### config.mk
export PLATFORM = sky130hd
export DESIGN_NAME = cps_top
export DESIGN_NICKNAME = d
export VERILOG_FILES = /design/src/core/cps_pkg.sv /design/src/core/cps_unlock_timer.sv /design/src/core/cps_divider.sv /design/src/core/cps_top.sv
export VERILOG_INCLUDE_DIRS = /design/src /design/src/core
export SDC_FILE = /design/constraint.sdc
export NUM_CORES = 1
export LEC_CHECK = 0
export ABC_AREA = 0
export BUFFER_PORTS_ARGS = -buffer_cell sky130_fd_sc_hd__buf_2
export CAP_MARGIN = 20
export CORE_ASPECT_RATIO = 1.5
export CORE_MARGIN = 1
export CORE_UTILIZATION = 25
export DETAILED_ROUTE_END_ITERATION = 6
export PLACE_DENSITY = 0.4
export SYNTH_ARGS = -nofsm -noshare
export SYNTH_HDL_FRONTEND = slang
export SYNTH_SLANG_ARGS = --single-unit
### constraint.sdc
create_clock -name clock_i -period 4.9 [get_ports clock_i]
set_clock_uncertainty 0.2 [all_clocks]
set_input_delay 0.49 -clock clock_i [delete_from_list [all_inputs] [get_ports clock_i]]
set_output_delay 0.49 -clock clock_i [all_outputs]
set_load 0.01 [all_outputs]
### src/core/cps_defines.svh
// Offsets, field positions, reset values and cycle counts for the clock prescaler and sleep control.
// Assumes inclusion by bare name from the core files.
`ifndef CPS_DEFINES_SVH
`define CPS_DEFINES_SVH

// Register byte offsets
`define CPS_OFF_CLKDIV     8'h00
`define CPS_OFF_SLEEP      8'h04
`define CPS_OFF_STATUS     8'h08

// Divider control fields
`define CPS_UNLOCK_BIT     7
`define CPS_RSVD_BIT       6
`define CPS_TDIV_HI        5
`define CPS_TDIV_LO        3
`define CPS_SDIV_HI        2
`define CPS_SDIV_LO        0

// Sleep control fields
`define CPS_SMODE_HI       3
`define CPS_SMODE_LO       1
`define CPS_ARM_BIT        0

// Reset values
`define CPS_CLKDIV_RST     8'h00
`define CPS_SLEEP_RST      8'h00
`define CPS_SDIV_FUSE      3'h3
`define CPS_SDIV_NOFUSE    3'h0
`define CPS_TDIV_OFF       3'h0

// Sleep mode codes
`define CPS_MODE_IDLE      3'h0
`define CPS_MODE_NOISE     3'h1
`define CPS_MODE_PDOWN     3'h2

// Cycle counts
`define CPS_UNLOCK_CYCLES  3'h4
`define CPS_WAKE_HALT      3'h4
`define CPS_STARTUP_CYCLES 16

`endif

### src/core/cps_pkg.sv
// Types shared by the clock prescaler and sleep control files.
// Assumes nothing of its surroundings.
package cps_pkg;

   typedef enum logic [2:0] {
      CPS_RUN,
      CPS_SLEEP,
      CPS_STARTUP,
      CPS_HALT
   } cps_state_t;

endpackage : cps_pkg

### src/core/cps_unlock_timer.sv
// Timed unlock window for divider changes.
// Assumes start and close are one-cycle pulses on clock_i.
`timescale 1ns/1ps
`default_nettype none
`include "cps_defines.svh"

module cps_unlock_timer
   import cps_pkg::*;
(
   // Clock and reset
   input  wire logic clock_i,
   input  wire logic rst_i,
   // Control
   input  wire logic start_i,
   input  wire logic close_i,
   // State
   output logic      open_o
);

   logic [2:0] count_reg;

   // Window open, closed by field write or timeout
   always_ff @(posedge clock_i or posedge rst_i) begin
      if (rst_i) begin
         open_o <= 1'b0;
      end else if (close_i) begin
         open_o <= 1'b0;
      end else if (start_i && !open_o) begin
         open_o <= 1'b1;
      end else if (open_o && count_reg == `CPS_UNLOCK_CYCLES - 3'h1) begin
         open_o <= 1'b0;
      end
   end

   // Cycles since the unlocking write
   always_ff @(posedge clock_i or posedge rst_i) begin
      if (rst_i) begin
         count_reg <= 3'h0;
      end else if (start_i && !open_o) begin
         count_reg <= 3'h0;
      end else if (open_o) begin
         count_reg <= count_reg + 3'h1;
      end
   end

endmodule : cps_unlock_timer
`default_nettype wire

### src/core/cps_divider.sv
// Glitch-free power-of-two enable divider.
// Assumes clock_i is the undivided input clock.
`timescale 1ns/1ps
`default_nettype none
`include "cps_defines.svh"

module cps_divider
   import cps_pkg::*;
#(
   parameter int CW = 7
)(
   // Clock and reset
   input  wire logic       clock_i,
   input  wire logic       rst_i,
   // Setting
   input  wire logic [2:0] shift_i,
   input  wire logic       off_i,
   // Enable
   output logic            tick_o,
   output logic [2:0]      shift_o
);

   logic [CW-1:0] cnt_reg;
   logic          off_reg;
   logic [CW-1:0] big_mask;

   function automatic logic [CW-1:0] mask_of(input logic [2:0] sh);
      mask_of = CW'((1 << sh) - 1);
   endfunction : mask_of

   assign big_mask = mask_of(shift_i > shift_o ? shift_i : shift_o);

   // Free-running synchronous count
   always_ff @(posedge clock_i or posedge rst_i) begin
      if (rst_i) begin
         cnt_reg <= '0;
      end else begin
         cnt_reg <= cnt_reg + CW'(1);
      end
   end

   // Switch only at a boundary of the slower setting
   always_ff @(posedge clock_i or posedge rst_i) begin
      if (rst_i) begin
         shift_o <= 3'h0;
         off_reg <= 1'b1;
      end else if ((cnt_reg & big_mask) == big_mask) begin
         shift_o <= shift_i;
         off_reg <= off_i;
      end
   end

   // Enable pulse
   always_ff @(posedge clock_i or posedge rst_i) begin
      if (rst_i) begin
         tick_o <= 1'b0;
      end else begin
         tick_o <= !off_reg && ((cnt_reg & mask_of(shift_o)) == mask_of(shift_o));
      end
   end

endmodule : cps_divider
`default_nettype wire

### src/core/cps_top.sv
// Clock prescaler and sleep control with an APB register slave.
// Assumes one clock, synchronous inputs and a core that pulses sleep_exec_i on the sleep instruction.
`timescale 1ns/1ps
`default_nettype none
`include "cps_defines.svh"

module cps_top
   import cps_pkg::*;
#(
   parameter int STARTUP_CYCLES = `CPS_STARTUP_CYCLES,
   parameter int DIV_WIDTH      = 7
)(
   // Clock and reset
   input  wire logic        clock_i,
   input  wire logic        rst_i,
   // APB slave
   input  wire logic        psel_i,
   input  wire logic        penable_i,
   input  wire logic        pwrite_i,
   input  wire logic [7:0]  paddr_i,
   input  wire logic [31:0] pwdata_i,
   output logic [31:0]      prdata_o,
   output logic             pready_o,
   output logic             pslverr_o,
   // Fuse and core
   input  wire logic        divide_by_eight_fuse_i,
   input  wire logic        sleep_exec_i,
   // Wake sources
   input  wire logic        irq_wake_i,
   input  wire logic        async_wake_i,
   input  wire logic        timer_two_event_i,
   input  wire logic        timer_three_event_i,
   input  wire logic        timer_two_irq_mask_i,
   input  wire logic        timer_three_irq_mask_i,
   input  wire logic        global_irq_en_i,
   // Clock enables
   output logic             cpu_clk_en_o,
   output logic             flash_clk_en_o,
   output logic             io_clk_en_o,
   output logic             timer_clock_out_o,
   output logic             fast_rc_oscillator_run_o,
   // Core control
   output logic             core_halt_o,
   output logic             irq_resume_o
);

   // Register state
   logic [2:0]   system_divider_select_reg;
   logic [2:0]   timer_divider_select_reg;
   logic [2:0]   sleep_mode_select_reg;
   logic         sleep_arm_reg;
   logic         fuse_done_reg;
   logic         divider_change_unlock;
   cps_state_t   state_reg;
   logic [2:0]   sleep_mode_reg;
   logic [15:0]  startup_cnt_reg;
   logic [2:0]   halt_cnt_reg;

   // Bus decode
   logic         access;
   logic         wr_fire;
   logic         hit_div;
   logic         hit_sleep;
   logic         hit_status;
   logic         mapped;
   logic [7:0]   wbyte;
   logic         unlock_write;
   logic         field_write;
   logic [7:0]   div_rdata;
   logic [7:0]   sleep_rdata;
   logic [7:0]   status_rdata;

   // Divider outputs
   logic         sys_tick;
   logic         tmr_tick;
   logic [2:0]   sys_shift_applied;
   logic [2:0]   tmr_shift_applied;
   logic [2:0]   tmr_shift;
   logic         tmr_off;

   // Wake decode
   logic         timer_wake;
   logic         wake_now;
   logic         mode_valid;

   assign access     = psel_i && penable_i;
   assign wr_fire    = access && pready_o && pwrite_i;
   assign hit_div    = paddr_i == `CPS_OFF_CLKDIV;
   assign hit_sleep  = paddr_i == `CPS_OFF_SLEEP;
   assign hit_status = paddr_i == `CPS_OFF_STATUS;
   assign mapped     = hit_div || hit_sleep || hit_status;
   assign wbyte      = pwdata_i[7:0];

   assign unlock_write = wr_fire && hit_div && wbyte == 8'h80;
   assign field_write  = wr_fire && hit_div && !unlock_write && divider_change_unlock;

   assign div_rdata = {divider_change_unlock,
                       1'b0,
                       timer_divider_select_reg,
                       system_divider_select_reg};

   assign sleep_rdata = {4'h0,
                         sleep_mode_select_reg,
                         sleep_arm_reg};

   assign status_rdata = {tmr_shift_applied,
                          sys_shift_applied,
                          state_reg != CPS_RUN,
                          core_halt_o};

   // Unlock window
   cps_unlock_timer u_unlock (
      .clock_i (clock_i),
      .rst_i   (rst_i),
      .start_i (unlock_write),
      .close_i (field_write),
      .open_o  (divider_change_unlock)
   );

   // APB handshake, one wait state
   always_ff @(posedge clock_i or posedge rst_i) begin
      if (rst_i) begin
         pready_o <= 1'b0;
      end else begin
         pready_o <= access && !pready_o;
      end
   end

   // Error flag for unmapped addresses
   always_ff @(posedge clock_i or posedge rst_i) begin
      if (rst_i) begin
         pslverr_o <= 1'b0;
      end else begin
         pslverr_o <= access && !pready_o && !mapped;
      end
   end

   // Read data
   always_ff @(posedge clock_i or posedge rst_i) begin
      if (rst_i) begin
         prdata_o <= 32'h0000_0000;
      end else if (access && !pready_o && !pwrite_i) begin
         unique case (1'b1)
            hit_div:    prdata_o <= {24'h00_0000, div_rdata};
            hit_sleep:  prdata_o <= {24'h00_0000, sleep_rdata};
            hit_status: prdata_o <= {24'h00_0000, status_rdata};
            default:    prdata_o <= 32'h0000_0000;
         endcase
      end else begin
         prdata_o <= 32'h0000_0000;
      end
   end

   // System divider field with fuse load after reset release
   always_ff @(posedge clock_i or posedge rst_i) begin
      if (rst_i) begin
         system_divider_select_reg <= `CPS_SDIV_NOFUSE;
         fuse_done_reg             <= 1'b0;
      end else if (!fuse_done_reg) begin
         fuse_done_reg             <= 1'b1;
         system_divider_select_reg <= divide_by_eight_fuse_i ? `CPS_SDIV_FUSE : `CPS_SDIV_NOFUSE;
      end else if (field_write) begin
         system_divider_select_reg <= wbyte[`CPS_SDIV_HI:`CPS_SDIV_LO];
      end
   end

   // Timer divider field
   always_ff @(posedge clock_i or posedge rst_i) begin
      if (rst_i) begin
         timer_divider_select_reg <= `CPS_TDIV_OFF;
      end else if (field_write) begin
         timer_divider_select_reg <= wbyte[`CPS_TDIV_HI:`CPS_TDIV_LO];
      end
   end

   // Sleep control register
   always_ff @(posedge clock_i or posedge rst_i) begin
      if (rst_i) begin
         sleep_mode_select_reg <= 3'(`CPS_SLEEP_RST >> `CPS_SMODE_LO);
         sleep_arm_reg         <= 1'b0;
      end else if (wr_fire && hit_sleep) begin
         sleep_mode_select_reg <= wbyte[`CPS_SMODE_HI:`CPS_SMODE_LO];
         sleep_arm_reg         <= wbyte[`CPS_ARM_BIT];
      end
   end

   // Timer code 000 is off, others map to shift code minus one
   assign tmr_off   = timer_divider_select_reg == `CPS_TDIV_OFF;
   assign tmr_shift = tmr_off ? 3'h0 : timer_divider_select_reg - 3'h1;

   // System clock divider
   cps_divider #(
      .CW (DIV_WIDTH)
   ) u_sys_div (
      .clock_i (clock_i),
      .rst_i   (rst_i),
      .shift_i (system_divider_select_reg),
      .off_i   (1'b0),
      .tick_o  (sys_tick),
      .shift_o (sys_shift_applied)
   );

   // Timer clock divider
   cps_divider #(
      .CW (DIV_WIDTH)
   ) u_tmr_div (
      .clock_i (clock_i),
      .rst_i   (rst_i),
      .shift_i (tmr_shift),
      .off_i   (tmr_off),
      .tick_o  (tmr_tick),
      .shift_o (tmr_shift_applied)
   );

   // Mode decode and wake qualification
   assign mode_valid = sleep_mode_select_reg == `CPS_MODE_IDLE
                    || sleep_mode_select_reg == `CPS_MODE_NOISE
                    || sleep_mode_select_reg == `CPS_MODE_PDOWN;

   assign timer_wake = global_irq_en_i
                    && ((timer_two_event_i && timer_two_irq_mask_i)
                     || (timer_three_event_i && timer_three_irq_mask_i));

   always_comb begin
      wake_now = 1'b0;
      unique case (sleep_mode_reg)
         `CPS_MODE_IDLE:  wake_now = irq_wake_i;
         `CPS_MODE_NOISE: wake_now = irq_wake_i || timer_wake;
         `CPS_MODE_PDOWN: wake_now = async_wake_i;
         default:         wake_now = 1'b0;
      endcase
   end

   // Sleep sequencer; reset returns to run at the reset vector
   always_ff @(posedge clock_i or posedge rst_i) begin
      if (rst_i) begin
         state_reg <= CPS_RUN;
      end else begin
         unique case (state_reg)
            CPS_RUN: begin
               if (sleep_exec_i && sleep_arm_reg && mode_valid) begin
                  state_reg <= CPS_SLEEP;
               end
            end
            CPS_SLEEP: begin
               if (wake_now) begin
                  state_reg <= CPS_STARTUP;
               end
            end
            CPS_STARTUP: begin
               if (startup_cnt_reg == 16'h0000) begin
                  state_reg <= CPS_HALT;
               end
            end
            CPS_HALT: begin
               if (halt_cnt_reg == `CPS_WAKE_HALT - 3'h1) begin
                  state_reg <= CPS_RUN;
               end
            end
         endcase
      end
   end

   // Latched mode for the current sleep
   always_ff @(posedge clock_i or posedge rst_i) begin
      if (rst_i) begin
         sleep_mode_reg <= `CPS_MODE_IDLE;
      end else if (state_reg == CPS_RUN && sleep_exec_i && sleep_arm_reg) begin
         sleep_mode_reg <= sleep_mode_select_reg;
      end
   end

   // Oscillator startup only after power-down
   always_ff @(posedge clock_i or posedge rst_i) begin
      if (rst_i) begin
         startup_cnt_reg <= 16'h0000;
      end else if (state_reg == CPS_SLEEP) begin
         startup_cnt_reg <= (sleep_mode_reg == `CPS_MODE_PDOWN) ? 16'(STARTUP_CYCLES) : 16'h0000;
      end else if (state_reg == CPS_STARTUP && startup_cnt_reg != 16'h0000) begin
         startup_cnt_reg <= startup_cnt_reg - 16'h0001;
      end
   end

   // Four-cycle halt after startup
   always_ff @(posedge clock_i or posedge rst_i) begin
      if (rst_i) begin
         halt_cnt_reg <= 3'h0;
      end else if (state_reg == CPS_HALT) begin
         halt_cnt_reg <= halt_cnt_reg + 3'h1;
      end else begin
         halt_cnt_reg <= 3'h0;
      end
   end

   // Core control outputs; no memory clear is ever issued here
   always_ff @(posedge clock_i or posedge rst_i) begin
      if (rst_i) begin
         core_halt_o  <= 1'b0;
         irq_resume_o <= 1'b0;
      end else begin
         core_halt_o  <= state_reg != CPS_RUN
                      && !(state_reg == CPS_HALT && halt_cnt_reg == `CPS_WAKE_HALT - 3'h1);
         irq_resume_o <= state_reg == CPS_HALT && halt_cnt_reg == `CPS_WAKE_HALT - 3'h1;
      end
   end

   // CPU and flash enables run only when awake
   always_ff @(posedge clock_i or posedge rst_i) begin
      if (rst_i) begin
         cpu_clk_en_o   <= 1'b0;
         flash_clk_en_o <= 1'b0;
      end else begin
         cpu_clk_en_o   <= sys_tick && state_reg == CPS_RUN;
         flash_clk_en_o <= sys_tick && state_reg == CPS_RUN;
      end
   end

   // I/O enable stops in noise reduction and power-down
   always_ff @(posedge clock_i or posedge rst_i) begin
      if (rst_i) begin
         io_clk_en_o <= 1'b0;
      end else begin
         io_clk_en_o <= sys_tick && !(state_reg == CPS_SLEEP && sleep_mode_reg != `CPS_MODE_IDLE);
      end
   end

   // Timer clock and fast RC stop only in power-down
   always_ff @(posedge clock_i or posedge rst_i) begin
      if (rst_i) begin
         timer_clock_out_o        <= 1'b0;
         fast_rc_oscillator_run_o <= 1'b0;
      end else begin
         timer_clock_out_o        <= tmr_tick && !(state_reg == CPS_SLEEP && sleep_mode_reg == `CPS_MODE_PDOWN);
         fast_rc_oscillator_run_o <= !(state_reg == CPS_SLEEP && sleep_mode_reg == `CPS_MODE_PDOWN);
      end
   end

endmodule : cps_top
`default_nettype wire

Word level (Yosys, flattened, before mapping)
Index checks and enable logic that the tools add are counted.
{"block": "word_totals", "register_bits": 104, "inputBits": 54, "output_inout_bits": 41, "wordCells": 151}
{"block": "op_classes", "add_sub_neg": 10, "order_cmp": 2, "eq_ne": 21, "n_shift": 4, "muxes": 23, "bitwise": 4, "reduce_logical": 59}
{"cell": "3-bit 2-to-1 mux", "n": 12}
{"cell": "16-bit 2-to-1 mux", "n": 2}
{"cell": "32-bit 2-to-1 mux", "n": 1}
{"cell": "1-bit logical AND", "n": 30}
{"cell": "7-bit AND", "n": 4}
{"cell": "7-bit == test", "n": 4}
{"cell": "1-bit by 3-bit left shift with 7-bit output (first input constant)", "n": 4}
{"cell": "7-bit by 2-bit subtractor with 7-bit output (second input constant)", "n": 4}
{"cell": "8-bit one-hot mux with 3 select lines", "n": 1}
{"cell": "3-bit by 2-bit == test with 1-bit output (second input constant)", "n": 6}
{"cell": "16-bit zero test", "n": 1}
{"cell": "16-bit nonzero test", "n": 1}
{"cell": "16-bit by 1-bit subtractor with 16-bit output (second input constant)", "n": 1}
{"cell": "7-bit by 1-bit adder with 7-bit output (second input constant)", "n": 2}
{"cell": "3-bit zero test", "n": 4}
{"cell": "3-bit one-hot mux with 4 select lines", "n": 1}
{"cell": "1-bit zero test", "n": 10}
{"cell": "3-bit by 1-bit == test with 1-bit output (second input constant)", "n": 3}
{"cell": "3-bit nonzero test", "n": 3}
{"cell": "8-bit by 3-bit == test with 1-bit output (second input constant)", "n": 1}
{"cell": "8-bit by 4-bit == test with 1-bit output (second input constant)", "n": 1}
{"cell": "8-bit == test (second input constant)", "n": 1}
{"cell": "8-bit zero test", "n": 1}
{"cell": "3-bit by 1-bit adder with 3-bit output (second input constant)", "n": 2}
{"cell": "other kinds (11)", "n": 23}

Longest topological paths before layout
{"block": "logic_depth", "word_depth": 10, "depth_mapped": 18, "mapped_depth_nobuf": 18}

Cells and area by module
A second synthesis with hierarchy kept.
{"block": "unflattened", "cells_unflattened": 515, "area_unflattened_um2": 4936.0}
{"mod": "cps_top", "instances": 1, "cells_per_inst": 267, "area_each_um2": 2698.8}
{"mod": "cps_divider", "instances": 2, "cells_per_inst": 115, "area_each_um2": 1019.7}
{"mod": "cps_unlock_timer", "instances": 1, "cells_per_inst": 18, "area_each_um2": 197.7}

Worst setup path after synthesis
No wires, ideal clock.
{"block": "synth_path", "path_kind": "register -> register", "startpoint": "reg timer_divider_select_reg[0]", "endpoint": "reg u_tmr_div.shift_o[0]", "setup_ps": 125, "arrival_time_ps": 3822, "setup_slack_ps": 752, "stages_incl_launch_ff": 19, "n_path_buf": 0, "period_less_slack_ps": 4148, "cell_sequence": "dfrtp_1 > or2_2 > inv_1 > ha_1 > nor2_1 > inv_1 > ha_1 > a21boi_0 > a41o_1 > a221oi_4 > mux2i_1 > nand3_1 > ha_1 > inv_1 > nor3_1 > mux2_2 > a2111o_1 > and4bb_4 > mux2_4"}
{"block": "synth_between", "elab_chain_len": 8, "word_cells_on_any_way": 9, "cone_classes": "add/sub (2); order compare (1); eq/ne (1); shift (1); mux (2); bitwise (1); reduce/logical (1)"}
{"item": "start: declaration", "line": "cps_top.sv:49", "text": "logic [2:0] timer_divider_select_reg;"}
{"item": "start signal: assignment", "line": "cps_top.sv:170", "text": "timer_divider_select_reg <= `CPS_TDIV_OFF;"}
{"item": "start signal: assignment", "line": "cps_top.sv:172", "text": "timer_divider_select_reg <= wbyte[`CPS_TDIV_HI:`CPS_TDIV_LO];"}
{"item": "3-bit zero test (no line) (*)"}
{"item": "via tmr_off", "line": "cps_top.sv:79", "text": "logic tmr_off;"}
{"item": "3-bit 2-to-1 mux (*)", "line": "cps_top.sv:189", "text": "assign tmr_shift = tmr_off ? 3'h0 : timer_divider_select_reg - 3'h1;"}
{"item": "3-bit greater-than comparator", "line": "cps_divider.sv:31", "text": "assign big_mask = mask_of(shift_i > shift_o ? shift_i : shift_o);"}
{"item": "3-bit 2-to-1 mux", "line": "cps_divider.sv:31"}
{"item": "1-bit by 3-bit left shift with 7-bit output", "line": "cps_divider.sv:28", "text": "mask_of = CW'((1 << sh) - 1);"}
{"item": "7-bit by 2-bit subtractor with 7-bit output", "line": "cps_divider.sv:28"}
{"item": "7-bit AND", "line": "cps_divider.sv:47", "text": "end else if ((cnt_reg & big_mask) == big_mask) begin"}
{"item": "7-bit == test", "line": "cps_divider.sv:47"}
{"item": "end signal: assignment", "line": "cps_divider.sv:48", "text": "shift_o <= shift_i;"}
{"item": "end: declaration", "line": "cps_divider.sv:20", "text": "output logic [2:0] shift_o"}
The timed path passes the listed nets; every way through them passes the cells marked *.
A chain may end at the register's enable or synchronous reset.

Final worst setup path
{"block": "layout_path", "startpoint": "reg timer_divider_select_reg[0]", "endpoint": "reg u_tmr_div.shift_o[1]"}
{"block": "layout_between", "elab_chain_len": 8, "word_cells_on_any_way": 9, "cone_classes": "add/sub (2); order compare (1); eq/ne (1); shift (1); mux (2); bitwise (1); reduce/logical (1)"}
{"item": "3-bit by 1-bit subtractor with 3-bit output or 3-bit zero test (tied branches)"}
{"item": "3-bit 2-to-1 mux (*)", "line": "cps_top.sv:189"}
{"item": "via tmr_shift[2]", "line": "cps_top.sv:78", "text": "logic [2:0] tmr_shift;"}
{"item": "3-bit greater-than comparator", "line": "cps_divider.sv:31"}
{"item": "3-bit 2-to-1 mux (*)", "line": "cps_divider.sv:31"}
{"item": "1-bit by 3-bit left shift with 7-bit output (*)", "line": "cps_divider.sv:28"}
{"item": "7-bit by 2-bit subtractor with 7-bit output (*)", "line": "cps_divider.sv:28"}
{"item": "7-bit AND", "line": "cps_divider.sv:47"}
{"item": "7-bit == test (*)", "line": "cps_divider.sv:47"}
Marked as above.

==> results.sh <==
export IMPL_status="finished, final reports clean"
export IMPL_nets=583
export IMPL_final_cell_area_mm2=0.00527
export IMPL_p_leak_nw=2.48
export IMPL_antenna_found_initial=0
export IMPL_stdcell_count=730
export IMPL_period_minus_slack_ps=4580
export IMPL_die_area_mm2=0.0189
export IMPL_gp_congestion=0.774
export IMPL_layout_commonest_cell="dfrtp_1"
export IMPL_drc_errors=0
export IMPL_ys_flop_type="dfrtp_1"
export IMPL_port_buffers=46
export IMPL_clock_path_buffers=2
export IMPL_synth_area_leaders="dfrtp_1, ha_1, nor2_1"
export IMPL_endpoint_kind="flop"
export IMPL_dp_hpwl_mm=7.94
export IMPL_synth_async_reset_ratio_pct=100
export IMPL_dr_first_iter_drc_count=164
export IMPL_areaGrowthSynthToFinish_pct=14.9
export IMPL_dieHeight_um=168
export IMPL_ys_seq_area_share_pct=43.2
export IMPL_hold_viol_final=0
export IMPL_syn_avg_cell_area_um2=9.91
export IMPL_placedCellCount=714
export IMPL_power_total_mw=2.23
export IMPL_synth_area_mm2=0.00459
export IMPL_crit_required_ps=4930
export IMPL_drt_wirelength_per_cell_um=14.5
export IMPL_power_density_mw_per_mm2=423
export IMPL_clk_pin_slew_ps=60
export IMPL_placeableCoreArea_mm2=0.0179
export IMPL_cts_hold_buf=0
export IMPL_grt_overflow=0
export IMPL_yosys_register_bits=79
export IMPL_hold_class="in -> async"
export IMPL_grt_max_degree=49
export IMPL_syn_inst=463
export IMPL_fin_util_pct=29.4
export IMPL_cp_start_kind="flop"
export IMPL_arrival_ps=4600
export IMPL_pre_cts_ws_ps=265
export IMPL_ys_warn_count=0
export IMPL_postRouteWirelength_mm=10.6
export IMPL_synth_edf_count=0
export IMPL_setup_ws_ps=323
export IMPL_maxCapViolCount=0
export IMPL_final_cell_mix="dfrtp_1, nor2_1, buf_2"
export IMPL_cts_setup_buffers=0
export IMPL_cts_tree="done"
export IMPL_io_pin_count=95
export IMPL_die_w_um=113
export IMPL_reg2regPathDepth=15
export IMPL_h_tree_depth=3
export IMPL_setup_viol=0
export IMPL_place_area_mm2=0.00495
export IMPL_root_buffer="clkbuf_16"
export IMPL_synth_cell_types=66
export IMPL_clock_sinks=79
export IMPL_clock_fmax_mhz=218
export IMPL_n_antenna_cell=0
export IMPL_post_route_period_util_pct=93.4
export IMPL_synth_top_area_share_pct=42.0
export IMPL_holdWs_ps=72.6
export IMPL_drive_above_1_share_pct=18.3
export IMPL_ant_nets=0
export IMPL_peakVddDrop_mv=0.166
export IMPL_crit_fanout=6
export IMPL_vias_per_cell=4.71
export IMPL_grt_setup_unrepaired="false"
export IMPL_drtPass1Iterations=4
export IMPL_insertion_delay_ps=340
export IMPL_grt_pass1_wl_mm=17.8
export IMPL_largest_reg_flops=16
export IMPL_via_count=3440
export IMPL_cts_buffers=9
export IMPL_slew_viol_final=0
export IMPL_tightest_slew_ps=849
export IMPL_initial_core_util_pct=25.6
export IMPL_yosysTopAreaCell="dfrtp_1"
export IMPL_num_rows=60
export IMPL_grt_pass1_vias=3483
export IMPL_max_slew_margin_pct=43.4
export IMPL_final_setup_tns_ps=0
export IMPL_path_class="reg -> reg"
export IMPL_grt_total_usage_pct=12.0
==> power by group <==
part | internal (mW) | switching, mW
Combinational | 0.300 | 0.409
Sequential | 0.739 | 0.0829
Clock | 0.423 | 0.274
==> routing by layer <==
metal	track usage (%)	routed length (um)	part of all wire (%)	vias to the layer above
li1	-	-	-	1670
met1	14.4	4610	44	1668
met2	20.3	5260	50	80
met3	2.59	457	4.3	22
met4	5.68	230	2.2	0
met5	0	0	0	-
==> area by class of cell <==
| type | instances | area, um2 |
|---|---|---|
| Clock inverter | 4 | 53.8 |
| Fill cell | 1892 | 12700 |
| Timing Repair Buffer | 47 | 238 |
| Sequential cell | 79 | 1980 |
| Inverter | 25 | 95.1 |
| Tap cell | 217 | 272 |
| Multi-Input combinational cell | 346 | 2380 |
| Clock buffer | 12 | 256 |
==> cells by family (layout without fill, tap and decap cells) <==
family                     count (synthesis)  after routing  synth area share, %
muxes                                     37             37                 8.97
buffers and inverters                     61             88                 7.06
xor gates and xnor gates                  25             25                 4.77
adders and majority gates                 21             21                 5.73
other                                      2             25                0.164
AOI/OAI and AO/OA                         77             77                 12.6
DFF                                       79             79                 43.2
and+or+nand+nor                          161            161                 17.6
==> synth_stat cells (all sizes together), types with 4 or more instances <==
library cell,n
nor3,10
dfrtp,77
o31ai,4
a211oi,7
clkbuf,10
a21oi,16
buf,26
nor2b,9
ha,21
xor2,12
nor2,55
and2,8
mux2,18
mux2i,19
xnor2,13
nand2,31
o21ai,14
nor4,7
or3,6
inv,25
nand3,12
==> critical path: stages (launching register included) <==
cell and delay [ps]:
dfrtp_1 430, or2_2 330, ha_1 290, ha_1 410, a21boi_0 110, a41o_1 240
a221oi_4 300, mux2i_1 300, nand3_1 140, ha_1 280, inv_1 100, nor3_1 60
mux2_2 270, a2111o_1 330, and4bb_4 360, mux2_4 300
==> final timing paths <==
check	from	endpoint	slack, ps
max reg2reg	timer_divider_select_reg[0]	u_tmr_div.shift_o[1]	320
max in group asynchronous	rst_i	u_sys_div.off_reg	3440
min reg2reg	halt_cnt_reg[0]	halt_cnt_reg[0]	250
min	rst_i	u_tmr_div.cnt_reg[4]	70
min in group clock_i	penable_i	pready_o	220
max	timer_divider_select_reg[0]	u_tmr_div.shift_o[1]	320
==> what timing repair did <==
item | 4_1_cts | 5_1_grt
resized for setup | 0 | 2
endpoints found under the setup margin | 0 | 4
endpoints found under the hold margin | 0 | 0
Power figures use the tool's default switching activity.
